`config.mk`:
```
export PLATFORM = sky130hd
export DESIGN_NAME = vref_ctrl
export DESIGN_NICKNAME = d
export VERILOG_FILES = /design/src/rtl/vref_pkg.sv /design/src/rtl/vref_ctrl.sv
export SDC_FILE = /design/constraint.sdc
export NUM_CORES = 1
export LEC_CHECK = 0
export BUFFER_PORTS_ARGS = -buffer_cell sky130_fd_sc_hd__clkbuf_2
export CORE_ASPECT_RATIO = 2
export CORE_MARGIN = 2
export CORE_UTILIZATION = 50
export CTS_CLUSTER_DIAMETER = 50
export DETAILED_ROUTE_END_ITERATION = 6
export PLACE_DENSITY_LB_ADDON = 0.2
export SYNTH_ARGS = -nofsm -noshare
export SYNTH_HDL_FRONTEND = slang
export SYNTH_SLANG_ARGS = --single-unit
```
`constraint.sdc`:
```
create_clock -name clk_i -period 2.25 [get_ports clk_i]
set_input_delay 0 -clock clk_i [delete_from_list [all_inputs] [get_ports clk_i]]
set_output_delay 0 -clock clk_i [all_outputs]
set_load 0.005 [all_outputs]
```
`src/rtl/vref_pkg.sv`:
```
// Package with register map, field layout and timing constants for vref_ctrl
package vref_pkg;

   // Word offsets on the register bus
   localparam logic [7:0] CTRL_OFFSET = 8'h00;
   localparam logic [7:0] TSTAT_OFFSET = 8'h04;

   // Control register layout
   localparam int REF_EN_BIT = 7;
   localparam int REF_RDY_BIT = 6;
   localparam int TEMP_EN_BIT = 5;
   localparam int TEMP_RNG_BIT = 4;
   localparam int CMP_GAIN_LSB = 2;
   localparam int ADC_GAIN_LSB = 0;
   localparam logic [7:0] CTRL_RESET = 8'h00;
   localparam logic [7:0] CTRL_WR_MASK = 8'hbf;

   // Timing status register layout
   localparam int TS_OK_BIT = 0;
   localparam int TS_ON_TEMP_BIT = 1;
   localparam int TS_EARLY_BIT = 2;

   // Gain codes shared by both reference paths
   localparam logic [1:0] GAIN_OFF = 2'h0;
   localparam logic [1:0] GAIN_1X = 2'h1;
   localparam logic [1:0] GAIN_2X = 2'h2;
   localparam logic [1:0] GAIN_4X = 2'h3;

   // Default converter channel reserved for the indicator
   localparam logic [3:0] TEMP_CHAN_DEFAULT = 4'hd;

   // Timing: clock rate and waits in their own units
   localparam int CLK_FREQ_MHZ = 125;
   localparam int TEMP_WAIT_US = 200;
   localparam int TEMP_WAIT_CYC = TEMP_WAIT_US * CLK_FREQ_MHZ;
   localparam int STAB_TIME_US = 20;
   localparam int STAB_CYC = STAB_TIME_US * CLK_FREQ_MHZ;

   // Reference state, Gray coded along off, settling, ready
   typedef enum logic [1:0] {
      REF_OFF = 2'b00,
      REF_SETTLING = 2'b01,
      REF_READY = 2'b11
   } ref_state_type;

endpackage : vref_pkg

```
`src/rtl/vref_ctrl.sv`:
```
// Voltage reference and temperature indicator control with Wishbone slave
`timescale 1ns/100ps
module vref_ctrl #(
   parameter int CNT_W = 16,
   parameter int STAB_CYCLES = vref_pkg::STAB_CYC,
   parameter int TEMP_WAIT_CYCLES = vref_pkg::TEMP_WAIT_CYC,
   parameter bit HAS_LDO = 1'b0,
   parameter logic [3:0] TEMP_CHANNEL = vref_pkg::TEMP_CHAN_DEFAULT
) (
   // Clock and reset
   input wire logic clk_i,
   input wire logic rst_i,
   // Wishbone classic slave
   input wire logic wb_cyc_i,
   input wire logic wb_stb_i,
   input wire logic wb_we_i,
   input wire logic [7:0] wb_adr_i,
   input wire logic [3:0] wb_sel_i,
   input wire logic [31:0] wb_dat_i,
   output logic [31:0] wb_dat_o,
   output logic wb_ack_o,
   // Analog reference controls
   output logic ref_enable_o,
   output logic reference_ready_o,
   output logic temp_indicator_enable_o,
   output logic temp_high_range_o,
   output logic [1:0] cmp_dac_ref_gain_o,
   output logic cmp_dac_ref_on_o,
   output logic [1:0] converter_ref_gain_o,
   output logic converter_ref_on_o,
   // Converter multiplexer side
   input wire logic [3:0] adc_channel_i,
   input wire logic adc_conv_start_i,
   output logic temp_route_o,
   output logic temp_acq_ok_o
);

   // Bus state
   logic ack_r, ack_nxt;
   logic [31:0] rdata_r, rdata_nxt;
   // Control register and decoded outputs
   logic [7:0] ctrl_r, ctrl_nxt;
   logic cmp_on_r, cmp_on_nxt;
   logic adc_on_r, adc_on_nxt;
   // Reference settling
   vref_pkg::ref_state_type state_r, state_nxt;
   logic [CNT_W-1:0] stab_cnt_r, stab_cnt_nxt;
   logic ready_r, ready_nxt;
   // Indicator acquisition timing
   logic on_temp_r, on_temp_nxt;
   logic [CNT_W-1:0] wait_cnt_r, wait_cnt_nxt;
   logic acq_ok_r, acq_ok_nxt;
   logic early_r, early_nxt;

   logic req, wr_commit, sel_ctrl, sel_tstat;
   logic on_temp, restart;
   logic [7:0] ctrl_rd;
   logic [31:0] tstat_rd;

   // Request decode; writes commit at the edge where ack is seen high
   assign req = wb_cyc_i & wb_stb_i;
   assign wr_commit = req & wb_we_i & ack_r & wb_sel_i[0];
   always_comb begin
      sel_ctrl = 1'b0;
      sel_tstat = 1'b0;
      if (wb_adr_i == vref_pkg::CTRL_OFFSET) begin
         sel_ctrl = 1'b1;
      end else if (wb_adr_i == vref_pkg::TSTAT_OFFSET) begin
         sel_tstat = 1'b1;
      end
   end

   // Read views; ready is a live flag, not a stored bit
   always_comb begin
      ctrl_rd = ctrl_r;
      ctrl_rd[vref_pkg::REF_RDY_BIT] = ready_r;
      tstat_rd = 32'h0000_0000;
      tstat_rd[vref_pkg::TS_OK_BIT] = acq_ok_r;
      tstat_rd[vref_pkg::TS_ON_TEMP_BIT] = on_temp_r;
      tstat_rd[vref_pkg::TS_EARLY_BIT] = early_r;
   end

   // Bus next state: one ack per request, unmapped reads give zero
   always_comb begin
      ack_nxt = req & ~ack_r;
      rdata_nxt = rdata_r;
      if (req & ~ack_r) begin
         if (sel_ctrl) begin
            rdata_nxt = {24'h00_0000, ctrl_rd};
         end else if (sel_tstat) begin
            rdata_nxt = tstat_rd;
         end else begin
            rdata_nxt = 32'h0000_0000;
         end
      end
   end

   always_ff @(posedge clk_i) begin
      if (rst_i) begin
         ack_r <= 1'b0;
         rdata_r <= 32'h0000_0000;
      end else begin
         ack_r <= ack_nxt;
         rdata_r <= rdata_nxt;
      end
   end

   // Control register; the ready bit position is never stored
   always_comb begin
      ctrl_nxt = ctrl_r;
      if (wr_commit & sel_ctrl) begin
         ctrl_nxt = wb_dat_i[7:0] & vref_pkg::CTRL_WR_MASK;
      end
      cmp_on_nxt = ctrl_nxt[vref_pkg::CMP_GAIN_LSB +: 2]
         != vref_pkg::GAIN_OFF;
      adc_on_nxt = ctrl_nxt[vref_pkg::ADC_GAIN_LSB +: 2]
         != vref_pkg::GAIN_OFF;
   end

   always_ff @(posedge clk_i) begin
      if (rst_i) begin
         ctrl_r <= vref_pkg::CTRL_RESET;
         cmp_on_r <= 1'b0;
         adc_on_r <= 1'b0;
      end else begin
         ctrl_r <= ctrl_nxt;
         cmp_on_r <= cmp_on_nxt;
         adc_on_r <= adc_on_nxt;
      end
   end

   // Settling sequence; disabling at any point drops back to off
   always_comb begin
      state_nxt = state_r;
      stab_cnt_nxt = stab_cnt_r;
      case (state_r)
         vref_pkg::REF_OFF: begin
            stab_cnt_nxt = '0;
            if (ctrl_r[vref_pkg::REF_EN_BIT]) begin
               state_nxt = vref_pkg::REF_SETTLING;
            end
         end
         vref_pkg::REF_SETTLING: begin
            stab_cnt_nxt = stab_cnt_r + CNT_W'(1);
            if (stab_cnt_r >= CNT_W'(STAB_CYCLES - 1)) begin
               state_nxt = vref_pkg::REF_READY;
            end
         end
         vref_pkg::REF_READY: begin
            state_nxt = vref_pkg::REF_READY;
         end
         default: begin
            state_nxt = vref_pkg::REF_OFF;
         end
      endcase
      if (!ctrl_r[vref_pkg::REF_EN_BIT]) begin
         state_nxt = vref_pkg::REF_OFF;
      end
      // Regulator parts report ready unconditionally
      if (HAS_LDO) begin
         ready_nxt = 1'b1;
      end else begin
         ready_nxt = state_nxt == vref_pkg::REF_READY;
      end
   end

   always_ff @(posedge clk_i) begin
      if (rst_i) begin
         state_r <= vref_pkg::REF_OFF;
         stab_cnt_r <= '0;
         ready_r <= 1'b0;
      end else begin
         state_r <= state_nxt;
         stab_cnt_r <= stab_cnt_nxt;
         ready_r <= ready_nxt;
      end
   end

   // Indicator channel watch; channel select is same-clock logic
   assign on_temp = ctrl_r[vref_pkg::TEMP_EN_BIT]
      & (adc_channel_i == TEMP_CHANNEL);
   // A fresh selection or any conversion restarts the wait
   assign restart = on_temp & (~on_temp_r | adc_conv_start_i);

   always_comb begin
      on_temp_nxt = on_temp;
      wait_cnt_nxt = wait_cnt_r;
      if (restart | ~on_temp) begin
         wait_cnt_nxt = '0;
      end else if (wait_cnt_r < CNT_W'(TEMP_WAIT_CYCLES)) begin
         wait_cnt_nxt = wait_cnt_r + CNT_W'(1);
      end
      acq_ok_nxt = on_temp & ~restart
         & (wait_cnt_nxt >= CNT_W'(TEMP_WAIT_CYCLES));
      // Early start is sticky; a new event beats a software clear
      early_nxt = early_r;
      if (wr_commit & sel_tstat & wb_dat_i[vref_pkg::TS_EARLY_BIT]) begin
         early_nxt = 1'b0;
      end
      if (adc_conv_start_i & on_temp & ~acq_ok_r) begin
         early_nxt = 1'b1;
      end
   end

   always_ff @(posedge clk_i) begin
      if (rst_i) begin
         on_temp_r <= 1'b0;
         wait_cnt_r <= '0;
         acq_ok_r <= 1'b0;
         early_r <= 1'b0;
      end else begin
         on_temp_r <= on_temp_nxt;
         wait_cnt_r <= wait_cnt_nxt;
         acq_ok_r <= acq_ok_nxt;
         early_r <= early_nxt;
      end
   end

   // Outputs straight from flip-flops
   assign wb_ack_o = ack_r;
   assign wb_dat_o = rdata_r;
   assign ref_enable_o = ctrl_r[vref_pkg::REF_EN_BIT];
   assign reference_ready_o = ready_r;
   assign temp_indicator_enable_o = ctrl_r[vref_pkg::TEMP_EN_BIT];
   assign temp_high_range_o = ctrl_r[vref_pkg::TEMP_RNG_BIT];
   // Code 11 on the comparator path is taken as 4x, like the converter
   assign cmp_dac_ref_gain_o = ctrl_r[vref_pkg::CMP_GAIN_LSB +: 2];
   assign cmp_dac_ref_on_o = cmp_on_r;
   assign converter_ref_gain_o = ctrl_r[vref_pkg::ADC_GAIN_LSB +: 2];
   assign converter_ref_on_o = adc_on_r;
   assign temp_route_o = on_temp_r;
   assign temp_acq_ok_o = acq_ok_r;

endmodule : vref_ctrl

```
Yosys cells after proc, flatten, opt, wreduce, memory -nomap -nowiden:

Index checks and enable logic that the tools add are counted.
Widths: inputs -> output; s select.

* magnitude comparators: 3
* multiplexer cells: 14
* bitwise operators: 21
* add/sub/neg operators: 2
* reduce and logical (&&, ||, !) cells: 6
* equality and inequality tests: 5

Operator list (count)
* $add 16x1->16 const B: 2
* $mux 16: 2
* $pmux 16 s2: 1
* $ge 16x12->1 const B: 1
* $ge 16x15->1 const B: 1
* $lt 16x15->1 const B: 1
* $and 1x1->1: 14
* $eq 8x3->1 const B: 1
* $logic_not 8->1: 1
* $mux 8: 1
* $reduce_bool 2->1: 4
* $pmux 2 s3: 1
* $mux 1: 5
* $not 1->1: 5
* $eq 2x2->1 const B: 2
* $eq 4x4->1 const B: 1
* $mux 2: 2
* $mux 4: 1
* $mux 3: 1
* $eq 2x1->1 const B: 1
* $logic_not 2->1: 1
* $or 1x1->1: 2

* output and inout bits: 45
* register bits: 80
* logic and storage cells: 64

Logic depth before layout (Yosys ltp):

* depth after elaboration: 8
* gate-level depth with buffers: 9
* depth with buffers taken out: 8

Least setup slack after synthesis:

No wires, ideal clock.

* path type: register to register
* start point: register stab_cnt_r[0]
* end point: register stab_cnt_r[14]
* required time: 2122 ps
* period minus slack after synthesis: 1953 ps
* slack: 297 ps
* arrival: 1825 ps
* buffers on the path: 1
* setup time: 128 ps
* stages on the path, launching flop included: 10
* cell sequence: dfxtp_1 ha_1 nand3_1 or2_2 clkbuf_1 nor3_1 nand3_1 a21o_1 a21oi_1 nor2_1

* word-level cells in the longest chain between the ends: 2

Ends and longest elaborated chain
* from (decl): RTL line vref_ctrl.sv:47 `logic [CNT_W-1:0] stab_cnt_r, stab_cnt_nxt;`
* from (signal assigned): RTL line vref_ctrl.sv:174 `stab_cnt_r <= stab_cnt_nxt;`
* $add 16x1->16: RTL line vref_ctrl.sv:144 `stab_cnt_nxt = stab_cnt_r + CNT_W'(1);`
* $pmux 16 s2: RTL line vref_ctrl.sv:136 `case (state_r)`

No other way between the ends.
A chain may end at the register's enable or synchronous reset.

Worst setup path after layout:

* start point: register wait_cnt_r[6]
* end point: register acq_ok_r, in the netlist temp_acq_ok_o

* word-level cells in the longest chain between the ends: 5
* elaborated cells between the ends (all ways): 6

Ends and longest elaborated chain
* from (decl): RTL line vref_ctrl.sv:51 `logic [CNT_W-1:0] wait_cnt_r, wait_cnt_nxt;`
* from (signal assigned): RTL line vref_ctrl.sv:213 `wait_cnt_r <= wait_cnt_nxt;`
* $add 16x1->16 / $lt 16x15->1 (equally long branches): RTL line vref_ctrl.sv:191, vref_ctrl.sv:190
* $mux 16 (*): RTL line vref_ctrl.sv:190 `end else if (wait_cnt_r < CNT_W'(TEMP_WAIT_CYCLES)) begin`
* $mux 16 (*): RTL line vref_ctrl.sv:188 `if (restart | ~on_temp) begin`
* $ge 16x15->1 (*): RTL line vref_ctrl.sv:194 `& (wait_cnt_nxt >= CNT_W'(TEMP_WAIT_CYCLES));`
* $and 1x1->1 (*): RTL line vref_ctrl.sv:194
* to (signal assigned): RTL line vref_ctrl.sv:214 `acq_ok_r <= acq_ok_nxt;`
* to (decl): RTL line vref_ctrl.sv:52 `logic acq_ok_r, acq_ok_nxt;`

Every way passes the cells marked *; elsewhere a longest branch is shown, timed or not.

==> metrics.yaml <==
synth:
  avgSynthCellArea_um2: 8.14
  async_reset_ff_frac: 0
  yosysSeqAreaShare: 0.387
  synth_edf_count: 0
  yosysTopAreaCell: "dfxtp_1"
  syn_inst: 356
  synthTopCellsByCount: "dfxtp_1, nor2_1, nor3_1"
  ys.flop_type: "dfxtp_1"
  synth_seq_cells: 56
  synth_area_um2: 2900
  synth_area_leaders: "dfxtp_1, buf_4, nor2_1"
  yosys.cell_count.top_type: "dfxtp_1"
  synth_cell_types: 50
  yosysWarnings: 0
  yosysTopAreaCellShare: 0.387
final_layout:
  synthToLayoutAreaGrowth_pct: 15.8
  drive_gt1_frac: 0.212
  final_cell_area_um2: 3360
  antenna_cells: 0
  final_util: 0.593
  fin_nets: 466
  nFillCells: 573
pwr:
  power_density_nw_per_um2: 546
  irDropWorstVdd_v: 0.000519
  p_leak_nw: 1.37
  finalPower_mw: 1.83
sta:
  fin_crit_ns: 2.20
  hold_ws_ns: 0.0229
  hold_viol_final: 0
  final_max_slew_viol_count: 0
  timing.final.crit_share: 0.979
  setup_viol: 0
  setup_tns_ns: 0
  fin_worst_skew_ns: 0.00609
  rsz0062_at_grt: "false"
  clock.fmax_mhz: 454
global_route:
  grt_first_pass_wirelength_um: 11700
  grt-ovfl-total: 0
  grtUsageTotal: 0.228
  antenna_found_initial: 0
  grt_max_degree: 40
  grt_pass1_vias: 2658
placement:
  dp_hpwl_um: 5270
  gp_congestion: 0.870
  port-buffer-count: 46
  place_area_um2: 3130
floorplan:
  fp.dieH_um: 112
  rows: 39
  start_util: 0.512
  die_area_um2: 6460
  core_um2: 5660
  ios: 99
  fp.dieW_um: 57.8
worst_setup_path:
  end_kind: "flop"
  start_kind: "flop"
  critPathArrivalTime_ns: 2.36
  criticalPathCategory: "reg -> reg"
  critPathMaxFanout: 7
  crit_required_ns: 2.41
drt:
  drc: 0
  vias: 2632
  postRouteAntennaNets: 0
  drt-initial-drc-count: 100
  dr.pass1.iters: 4
  drt-wirelength-per-cell_um: 14.7
  via_per_inst: 5.58
  wirelength_um: 6950
clocking:
  ctsHtreeMaxLevel: 2
  clock_latency_ns: 0.29
  cts-root-buf: "clkbuf_16"
  cts_buffers: 5
  cts.clk_slew.worst_paths_ns: 0.07
  cts_buffer_depth: 2
  cts_tree: "yes"
  cts_sinks: 56
outcome:
  status: "complete, no violations"
job:
  drv_cap: 0
hold_path:
  hold_path_class: "in -> reg"
-- flip-flops by register name (all words and copies together) (netlist names) --
| name | count |
|---|---|
| ctrl_r | 7 |
| converter_ref_on_o | 1 |
| wb_ack_o | 1 |
| state_r | 2 |
| wb_dat_o | 8 |
| cmp_dac_ref_on_o | 1 |
| wait_cnt_r | 16 |
| reference_ready_o | 1 |
| temp_acq_ok_o | 1 |
| stab_cnt_r | 16 |
| temp_route_o | 1 |
| early_r | 1 |
-- through the flow --
| stage | setup slack (ns) | std cells |
|---|---|---|
| 2_1_floorplan | 0.297 | 379 |
| 3_3_place_gp | 0.0835 | 458 |
| 4_1_cts | 0.0539 | 472 |
| 6_report | 0.0470 | 472 |
| 5_1_grt | 0.00799 | 472 |
| 3_5_place_dp | 0.0792 | 458 |
-- cell usage in the layout (no fill, tap or decap), drive strengths merged, types with 4 or more instances in the layout --
| cell type | netlist | layout |
|---|---|---|
| nand3 | 15 | 15 |
| a21o | 9 | 9 |
| conb | 1 | 24 |
| nor2b | 8 | 8 |
| and3 | 6 | 6 |
| dlygate4sd3 | 0 | 6 |
| o21ai | 10 | 10 |
| nand2 | 25 | 25 |
| inv | 3 | 4 |
| xor2 | 5 | 5 |
| dfxtp | 56 | 56 |
| or3 | 4 | 4 |
| xnor2 | 7 | 7 |
| a211oi | 4 | 4 |
| nor3 | 28 | 28 |
| mux2i | 11 | 11 |
| nor2 | 50 | 50 |
| buf | 33 | 16 |
| clkbuf | 11 | 51 |
| a22oi | 5 | 5 |
| or2 | 4 | 4 |
| nand4 | 5 | 5 |
| a21oi | 23 | 23 |
| or4 | 5 | 5 |
-- per-layer routing --
layer	part of all wire	wire, um	global-route usage
met1	0.36	2530	0.232
met2	0.57	3940	0.423
met3	0.024	168	0.0279
met4	0.045	310	0.130
met5	0	0	0
-- timing repair --
action                                  CTS  global route
hold buffers                              6             0
setup buffers                             0             0
endpoints found under the setup margin    0             2
gates resized for setup                   0             7
hold endpoints to repair                  7             0
-- report_power, final --
part	internal, mW	switching [mW]
clock network	0.415	0.361
logic	0.0281	0.0391
registers	0.991	0.000602
total	1.43	0.400
-- final timing paths --
check | startpoint | end | slack (ns) | cells after the start
setup / recovery | wait_cnt_r[6] | temp_acq_ok_o | 0.05 | 8
hold / removal | wb_dat_i[2] | ctrl_r[2] | 0.02 | 3
hold reg to reg | wait_cnt_r[1] | wait_cnt_r[1] | 0.48 | 2
setup reg to reg | wait_cnt_r[6] | temp_acq_ok_o | 0.05 | 8
-- logic make-up after synthesis --
group / share of synthesized area
DFF: 0.387
other: 0.00129
adders and majority gates: 0.00863
and+or+nand+nor: 0.290
muxes: 0.0380
xor gates and xnor gates: 0.0363
AOI/OAI and AO/OA: 0.136
buffers and inverters: 0.103
-- cell type report --
cell class | instances | area, um^2 | share of cell area
tap | 61 | 76.3 | 0.0227
sequential | 56 | 1120 | 0.335
multi-input combinational | 276 | 1590 | 0.473
inverter | 3 | 11.3 | 0.00335
timing repair buffer | 68 | 410 | 0.122
clock inverter | 3 | 21.3 | 0.00634
clock buffer | 5 | 125 | 0.0373
-- critical path: stages (launching register included) --
cell and delay (ns):
dfxtp_1 0.42, o211ai_1 0.12, nor2_1 0.21, o21ai_0 0.20, buf_4 0.20, and3_1 0.18, and4b_1 0.22, o311ai_0 0.38
a31oi_1 0.15
Power figures use the tool's default switching activity.
